**src/rtl/pfb_map.svh**
```systemverilog
// Register map, field positions and reset values of the blanking block
`ifndef PFB_MAP_SVH
`define PFB_MAP_SVH

`define PFB_ADDR_W        4
`define PFB_OFS_CTRL      4'h0
`define PFB_OFS_COUNT     4'h1
`define PFB_OFS_STATUS    4'h2

`define PFB_CTRL_RESET    16'h0000
`define PFB_CTRL_MASK     16'hFC3F
`define PFB_COUNT_RESET   16'h000A
`define PFB_CNT_ZERO      16'h0000
`define PFB_CNT_ONE       16'h0001

`define PFB_BIT_HRISE     15
`define PFB_BIT_HFALL     14
`define PFB_BIT_LRISE     13
`define PFB_BIT_LFALL     12
`define PFB_BIT_FLTLE     11
`define PFB_BIT_CLLE      10
`define PFB_BIT_SIGH      5
`define PFB_BIT_SIGL      4
`define PFB_BIT_HH        3
`define PFB_BIT_HL        2
`define PFB_BIT_LH        1
`define PFB_BIT_LL        0

`endif

```
**src/rtl/pfb_pkg.sv**
```systemverilog
// Types shared by the blanking block
package pfb_pkg;

  typedef struct packed {
    logic        wr;
    logic        rd;
    logic [3:0]  addr;
    logic [15:0] wdata;
  } pfb_bus_t;

  typedef struct packed {
    logic high_side_output;
    logic low_side_output;
    logic blank_sig;
  } pfb_pwm_t;

  typedef struct packed {
    logic fault;
    logic curlim;
  } pfb_flt_t;

endpackage

```
**src/rtl/pfb_blank.sv**
```systemverilog
// Fault and current-limit blanking for one PWM channel
// Notes on behaviour
// - High-side rising edge starts edge blanking when its enable is set.
// - High-side falling edge starts edge blanking when its enable is set.
// - Low-side rising edge starts edge blanking when its enable is set.
// - Low-side falling edge starts edge blanking when its enable is set.
// - Edges with a cleared enable never start or restart blanking.
// - Fault masked during edge blanking only when its enable is set.
// - Current limit masked during edge blanking only when enabled.
// - State blanking masks both inputs while any enabled condition holds.
// - Blanking signal high blanks when its enable is set.
// - Blanking signal low blanks when its enable is set.
// - High-side output high blanks when its enable is set.
// - High-side output low blanks when its enable is set.
// - Low-side output high blanks when its enable is set.
// - Low-side output low blanks when its enable is set.
`timescale 1ns/1ps
`default_nettype none
`include "pfb_map.svh"

module pfb_blank
(
  // Clock, reset, enable
  input  wire logic           clk,
  input  wire logic           resetn,
  input  wire logic           ce,
  // Register port
  input  wire pfb_pkg::pfb_bus_t bus,
  output var  logic [15:0]    rdata,
  // PWM levels and blanking signal
  input  wire pfb_pkg::pfb_pwm_t pwm,
  // Raw protection inputs
  input  wire pfb_pkg::pfb_flt_t flt_in,
  // Blanked protection inputs
  output var  pfb_pkg::pfb_flt_t flt_out,
  // Blanking active
  output var  logic           blank_active
);
  import pfb_pkg::*;

  logic [15:0] ctrl_reg;
  logic [15:0] count_reg;
  logic [15:0] cnt_reg;
  logic        hi_prev_reg;
  logic        lo_prev_reg;
  logic        trig;
  logic        state_blank;
  logic        leb_act;
  logic        fmask;
  logic        cmask;
  logic [15:0] rd_next;
  logic        hi_out_rise_trig_en;
  logic        hi_out_fall_trig_en;
  logic        lo_out_rise_trig_en;
  logic        lo_out_fall_trig_en;
  logic        fault_edge_blank_en;
  logic        curlim_edge_blank_en;
  logic        ext_sig_high_blank_en;
  logic        ext_sig_low_blank_en;
  logic        hi_out_high_blank_en;
  logic        hi_out_low_blank_en;
  logic        lo_out_high_blank_en;
  logic        lo_out_low_blank_en;

  function automatic logic edge_trig(input logic prev, input logic cur,
                                     input logic rise_en,
                                     input logic fall_en);
    edge_trig = (rise_en & ~prev & cur) | (fall_en & prev & ~cur);
  endfunction

  ////////////////////////////////////////////////////////////////////////////
  // Registers
  always_ff @(posedge clk or negedge resetn)
  begin
    if (!resetn)
    begin
      ctrl_reg  <= `PFB_CTRL_RESET;
      count_reg <= `PFB_COUNT_RESET;
    end
    else if (ce && bus.wr)
    begin
      if (bus.addr == `PFB_OFS_CTRL)
        ctrl_reg <= bus.wdata & `PFB_CTRL_MASK;
      else if (bus.addr == `PFB_OFS_COUNT)
        count_reg <= bus.wdata;
    end
  end

  always_comb
  begin
    rd_next = 16'h0000;
    unique case (bus.addr)
      `PFB_OFS_CTRL:   rd_next = ctrl_reg;
      `PFB_OFS_COUNT:  rd_next = count_reg;
      `PFB_OFS_STATUS: rd_next = cnt_reg;
      default:         rd_next = 16'h0000;
    endcase
  end

  // Read data stands one cycle only
  always_ff @(posedge clk or negedge resetn)
  begin
    if (!resetn)
      rdata <= 16'h0000;
    else if (ce)
      rdata <= bus.rd ? rd_next : 16'h0000;
  end

  ////////////////////////////////////////////////////////////////////////////
  // Control fields by name
  assign hi_out_rise_trig_en   = ctrl_reg[`PFB_BIT_HRISE];
  assign hi_out_fall_trig_en   = ctrl_reg[`PFB_BIT_HFALL];
  assign lo_out_rise_trig_en   = ctrl_reg[`PFB_BIT_LRISE];
  assign lo_out_fall_trig_en   = ctrl_reg[`PFB_BIT_LFALL];
  assign fault_edge_blank_en   = ctrl_reg[`PFB_BIT_FLTLE];
  assign curlim_edge_blank_en  = ctrl_reg[`PFB_BIT_CLLE];
  assign ext_sig_high_blank_en = ctrl_reg[`PFB_BIT_SIGH];
  assign ext_sig_low_blank_en  = ctrl_reg[`PFB_BIT_SIGL];
  assign hi_out_high_blank_en  = ctrl_reg[`PFB_BIT_HH];
  assign hi_out_low_blank_en   = ctrl_reg[`PFB_BIT_HL];
  assign lo_out_high_blank_en  = ctrl_reg[`PFB_BIT_LH];
  assign lo_out_low_blank_en   = ctrl_reg[`PFB_BIT_LL];

  ////////////////////////////////////////////////////////////////////////////
  // Edge detection
  always_ff @(posedge clk or negedge resetn)
  begin
    if (!resetn)
    begin
      hi_prev_reg <= 1'b0;
      lo_prev_reg <= 1'b0;
    end
    else if (ce)
    begin
      hi_prev_reg <= pwm.high_side_output;
      lo_prev_reg <= pwm.low_side_output;
    end
  end

  assign trig =
    edge_trig(hi_prev_reg, pwm.high_side_output,
              hi_out_rise_trig_en, hi_out_fall_trig_en) |
    edge_trig(lo_prev_reg, pwm.low_side_output,
              lo_out_rise_trig_en, lo_out_fall_trig_en);

  ////////////////////////////////////////////////////////////////////////////
  // interval counter, restart on edge
  always_ff @(posedge clk or negedge resetn)
  begin
    if (!resetn)
      cnt_reg <= `PFB_CNT_ZERO;
    else if (ce)
    begin
      if (trig)
        cnt_reg <= count_reg;
      else if (cnt_reg != `PFB_CNT_ZERO)
        cnt_reg <= cnt_reg - `PFB_CNT_ONE;
    end
  end

  assign leb_act = (cnt_reg != `PFB_CNT_ZERO);

  assign state_blank =
    (ext_sig_high_blank_en &  pwm.blank_sig) |
    (ext_sig_low_blank_en  & ~pwm.blank_sig) |
    (hi_out_high_blank_en  &  pwm.high_side_output) |
    (hi_out_low_blank_en   & ~pwm.high_side_output) |
    (lo_out_high_blank_en  &  pwm.low_side_output) |
    (lo_out_low_blank_en   & ~pwm.low_side_output);

  assign fmask = (fault_edge_blank_en & leb_act) | state_blank;
  assign cmask = (curlim_edge_blank_en & leb_act) | state_blank;

  ////////////////////////////////////////////////////////////////////////////
  // Registered outputs, one cycle after inputs
  always_ff @(posedge clk or negedge resetn)
  begin
    if (!resetn)
    begin
      flt_out      <= '0;
      blank_active <= 1'b0;
    end
    else if (ce)
    begin
      flt_out.fault  <= flt_in.fault & ~fmask;
      flt_out.curlim <= flt_in.curlim & ~cmask;
      blank_active   <= leb_act | state_blank;
    end
  end
endmodule // pfb_blank

`default_nettype wire

```
**config.mk**
```make
export PLATFORM = sky130hd
export DESIGN_NAME = pfb_blank
export DESIGN_NICKNAME = d
export VERILOG_FILES = /design/src/rtl/pfb_pkg.sv /design/src/rtl/pfb_blank.sv
export VERILOG_INCLUDE_DIRS = /design/src /design/src/rtl
export SDC_FILE = /design/constraint.sdc
export NUM_CORES = 1
export LEC_CHECK = 0
export ABC_AREA = 1
export BUFFER_PORTS_ARGS = -buffer_cell sky130_fd_sc_hd__buf_2
export CAP_MARGIN = 5
export CORE_MARGIN = 3
export CORE_UTILIZATION = 34
export DETAILED_ROUTE_END_ITERATION = 16
export SETUP_SLACK_MARGIN = 0.1
export SLEW_MARGIN = 10
export SYNTH_ARGS = -nofsm -noshare
export SYNTH_HDL_FRONTEND = slang
export SYNTH_SLANG_ARGS = --single-unit
export TNS_END_PERCENT = 20
```
**constraint.sdc**
```tcl
create_clock -name clk -period 1.5 [get_ports clk]
set_input_delay 0.45 -clock clk [delete_from_list [all_inputs] [get_ports clk]]
set_output_delay 0.45 -clock clk [all_outputs]
set_load 0.005 [all_outputs]
```
Yosys cells after proc, flatten, opt, wreduce, memory -nomap -nowiden
Cells that the tools add are included.
{"block": "word_totals", "regBits": 65, "output_inout_bits": 19, "wordCells": 60, "in_bits": 30}
{"block": "op_classes", "n_eq_ne": 2, "n_reduce_logical": 7, "n_bitwise": 37, "add_sub_neg": 1, "n_mux": 4}
{"op": "$mux W16", "count": 3}
{"op": "$pmux W16 S3", "count": 1}
{"op": "$and A1 B1 Y1", "count": 18}
{"op": "$reduce_bool A16 Y1", "count": 1}
{"op": "$sub A16 B1 Y16 const B", "count": 1}
{"op": "$or A1 B1 Y1", "count": 11}
{"op": "$not A1 Y1", "count": 8}
{"op": "$eq A4 B1 Y1 const B", "count": 1}
{"op": "$eq A4 B2 Y1 const B", "count": 1}
{"op": "$logic_not A4 Y1", "count": 1}
{"op": "$reduce_and A2 Y1", "count": 2}
{"op": "$reduce_and A3 Y1", "count": 1}
{"op": "$reduce_bool A2 Y1", "count": 1}
{"op": "$logic_and A1 B1 Y1", "count": 1}

Depth between registers and ports, before layout
{"block": "logic_depth", "ltp_word": 10, "depth_mapped": 11, "ltp_nobuf": 11}

Worst setup path after synthesis
Ideal clock, no wire load.
{"block": "synth_timing", "path_kind": "register to register", "startpoint": "register cnt_reg[0]", "endpoint": "register cnt_reg[1]", "synth_period_minus_slack_ns": 1.571, "path_stages_with_launch": 11, "path_slack_ns": -0.071, "n_path_buf": 1, "required_time_ns": 1.382, "setup_ns": 0.118, "t_arrival_ns": 1.452, "path_cell_list": "dfrtp_1 inv_1 ha_1 nand3_2 nor2_2 nand2_2 nor2_2 nor2_2 buf_6 nand2_2 o21ai_2"}
{"block": "synth_via", "elab_chain_len": 3, "elab_cells_between_ends": 6, "classes_between": "add/sub (1); mux (2); reduce/logical (3)"}
{"element": "from (decl)", "line_no": "pfb_blank.sv:43", "source": "logic [15:0] cnt_reg;"}
{"element": "from (signal assigned)", "line_no": "pfb_blank.sv:151", "source": "cnt_reg <= `PFB_CNT_ZERO;"}
{"element": "from (signal assigned)", "line_no": "pfb_blank.sv:155", "source": "cnt_reg <= count_reg;"}
{"element": "from (signal assigned)", "line_no": "pfb_blank.sv:157", "source": "cnt_reg <= cnt_reg - `PFB_CNT_ONE;"}
{"element": "$sub A16 B1 Y16 (no source line) or $reduce_bool A16 Y1 (tied branches)"}
{"element": "$mux W16 or $reduce_bool A2 Y1 (tied branches)"}
{"element": "$mux W16 or $reduce_and A2 Y1 (tied branches)"}
Several ways; a longest one is shown, not always the timed one. The select of a mux whose other input is x is not followed.
A chain may end at the register's enable or synchronous reset.

Worst setup path in the final report
{"block": "layout_timing", "startpoint": "register cnt_reg[1]", "endpoint": "register cnt_reg[1]"}
The elaborated chain is that of the path after synthesis.

==> run summary <==
Arr. time, crit path = 1.72 ns
CP most frequent cell = nor2_4
CP max stage cell = dfrtp_1
Top-area cell type share of the netlist area = 0.448
LEAKAGE = 2.37 nW
Row cnt = 36
Most common cell in the netlist = nand2_1
Fmax = 678 MHz
Clock sinks = 65
Area occupied by multi-input gates = 1710 sq um
Clock-pin slew on the worst setup and hold paths = 0.08 ns
Vias in the first global route = 3218
All-Layer GR Usage = 0.178
Post-synthesis adder-cell area fraction = 0.00356
Clock buffer count from CTS = 9
First-pass GRT wire length = 16.2 mm
Routed vias/inst = 4.75
Post-synth EDFFs = 0
Critical Path Fanout Max = 11
GRT met1 Usage = 0.246
DR iter-0 viols = 198
Die Y = 108 microns
Dpl cells = 673
Via count = 3288
RSZ-0062 raised after global routing = true
Crit-path cells = inv_2 -> ha_4 -> nand3_4 -> nor2_4 -> nand2_4 -> nor2_4 -> nor2_4 -> buf_12 -> nand2_2 -> o21ai_2
WL/cell = 14.3 microns
Finished Layout Cells = 692
Synth Area in XOR/XNOR = 0
Top cell type by total area after synthesis = dfrtp_1
CTS H-tree depth = 3
Slew HR = 0.727
Final HPWL DP = 7.50 mm
CP bufs+invs = 2
Global Route met2 Usage = 0.279
CP endpoint kind = register
N_diodes = 0
Hold Path Class = in -> async
Fin Clk Skew = 0.0132 ns
Setup TNS = 0 ns
Peak VDD IR = 0.608 mV
CP startpoint kind = register
GRT overflow = 0
Pint = 4.06 mW
Post-Synth Simple-Gate Area = 0.325
WP data required = 1.74 ns
Ys flop type = dfrtp_1
Clock power share = 0.223
Hold violation total from the final report = 0
Hold WS = 0.0230 ns
Fillcell total = 1012
Antenna-violating nets left = 0
Psw = 2.70 mW
Gp weighted congestion = 0.933
Setup Crit Path Kind = reg -> reg
Comb power frac = 0.404
Final wirelength = 9.86 mm
Crit path largest cell delay = 0.39 ns
I/O Buffers = 48
Max_cap viols = 0
Total core area = 9910 sq um
Syn_nets = 501
Largest net degree at the start of global routing = 33
Post-synth top cells = nand2_1, dfrtp_1, inv_1, o21ai_0
Final setup fails = 0
Complex-gate fraction of the synthesized area = 0.120
Top cells by area, synth = dfrtp_1, nand2_1, inv_1
Overall power = 6.75 mW
Max Buffers Root-to-Sink = 2
DR pass1 iterations = 4
Initial antenna violation count = 0
Worst-Skew Late Latency = 0.35 ns
Die width = 108 microns
CTS tree = yes
Post-Syn Area = 3520 sq um
Switch share = 0.399
Sequential cell area fraction in the yosys report = 0.463
IO Pins = 49
Syn-to-layout area delta = 30.4%
Count of state elements after synthesis = 65
Worst path top cell family by delay = simple AND/OR/NAND/NOR gates
Fraction of layout cells with a size suffix above 1 = 0.292
Synthesized area per cell = 7.48 sq um
Residual DRC = 0
Die ar. = 11600 sq um
Post-Synthesis Cells = 470
Largest family of logic cells by synthesized area = simple AND/OR/NAND/NOR gates
Met3 GRT Util = 0.0366
Initial Util = 0.355
Slew @ Worst Pin = 0.410 ns
Seq pwr share = 0.372
Pwr dens = 1470 nW/um^2
Util after Layout = 0.463
Register area = 1630 sq um
Status = completed
Yosys cell types = 27
Root buf cell = clkbuf_8
Mux share of post-synthesis cell area = 0
Fin. max-slew vios = 0
Asr flop ratio synth = 1.00
Post-route clock period utilization = 0.983
GR peak layer = met2
Warning count from the yosys run = 0
Nets = 585
Minimum clock period = 1.47 ns
-- stage by stage --
| stage | cell area, sq um | setup WS, ns |
|---|---|---|
| after floorplan | 3540 | 0.110 |
| after global placement | 4240 | -0.0348 |
| after detailed placement | 4240 | -0.104 |
| after CTS | 4500 | 0.0120 |
| after global routing | 4590 | -0.0627 |
| final | 4590 | 0.0252 |
-- placed cells by master (no fill, tap or decap), types with 10 or more instances in the layout --
| master | synthesis | final |
|---|---|---|
| inv_1 | 52 | 49 |
| buf_2 | 8 | 48 |
| buf_4 | 1 | 28 |
| dfrtp_1 | 63 | 61 |
| nand2_2 | 8 | 10 |
| nor2_4 | 3 | 12 |
| nand2_1 | 179 | 175 |
| nor2_1 | 30 | 23 |
| nand3_1 | 30 | 25 |
| o21ai_0 | 37 | 34 |
-- per-layer routing --
metal | routed length, microns | vias up
li1 | - | 1663
met1 | 4670 | 1545
met4 | 138 | 0
met2 | 4690 | 69
met3 | 372 | 11
met5 | 0 | -
-- power groups by stage --
| stage | clock [mW] | sequential (mW) | combinational (mW) |
|---|---|---|---|
| floorplan | 0 | 2.42 | 1.56 |
| detailed placement | 0 | 2.48 | 2.47 |
| CTS | 1.55 | 2.47 | 2.56 |
| global placement | 0 | 2.48 | 2.42 |
| finish | 1.51 | 2.52 | 2.73 |
| global route | 1.63 | 2.57 | 3.04 |
-- repair_timing --
action                     4_1_cts  5_1_grt
cloned                           0        0
setup endpoints to repair       17       19
hold buffers                     0        0
gates resized for setup         16       22
buffers inserted                 1        2
pin swaps                        2        8
-- final timing paths --
path	start	to	slack [ns]	cells past startpoint
min in group clk	flt_in[1]	flt_out[1]	0.34	3
min reg2reg	rdata[8]	rdata[8]	0.48	2
min	resetn	ctrl_reg[2]	0.02	1
max reg2reg	cnt_reg[1]	cnt_reg[1]	0.03	10
max in group asynchronous	resetn	cnt_reg[5]	0.99	2
max	cnt_reg[1]	cnt_reg[1]	0.03	10
-- layout make-up --
| class | count | area share |
|---|---|---|
| multi-input combinational | 334 | 0.373 |
| sequential | 65 | 0.356 |
| timing repair buffer | 89 | 0.147 |
| inverter | 55 | 0.0456 |
| tap | 133 | 0.0363 |
| clock buffer | 10 | 0.0278 |
| clock inverter | 6 | 0.0145 |
-- cell families (layout without fill, tap and decap cells) --
logic type               after synthesis  in the layout
AO/OA/AOI/OAI                         68             68
AND/OR/NAND/NOR                      265            265
flip-flops                            65             65
adder cells (fa/ha/maj)                1              1
buffers and inverters                 71            160
Power figures use the tool's default switching activity.
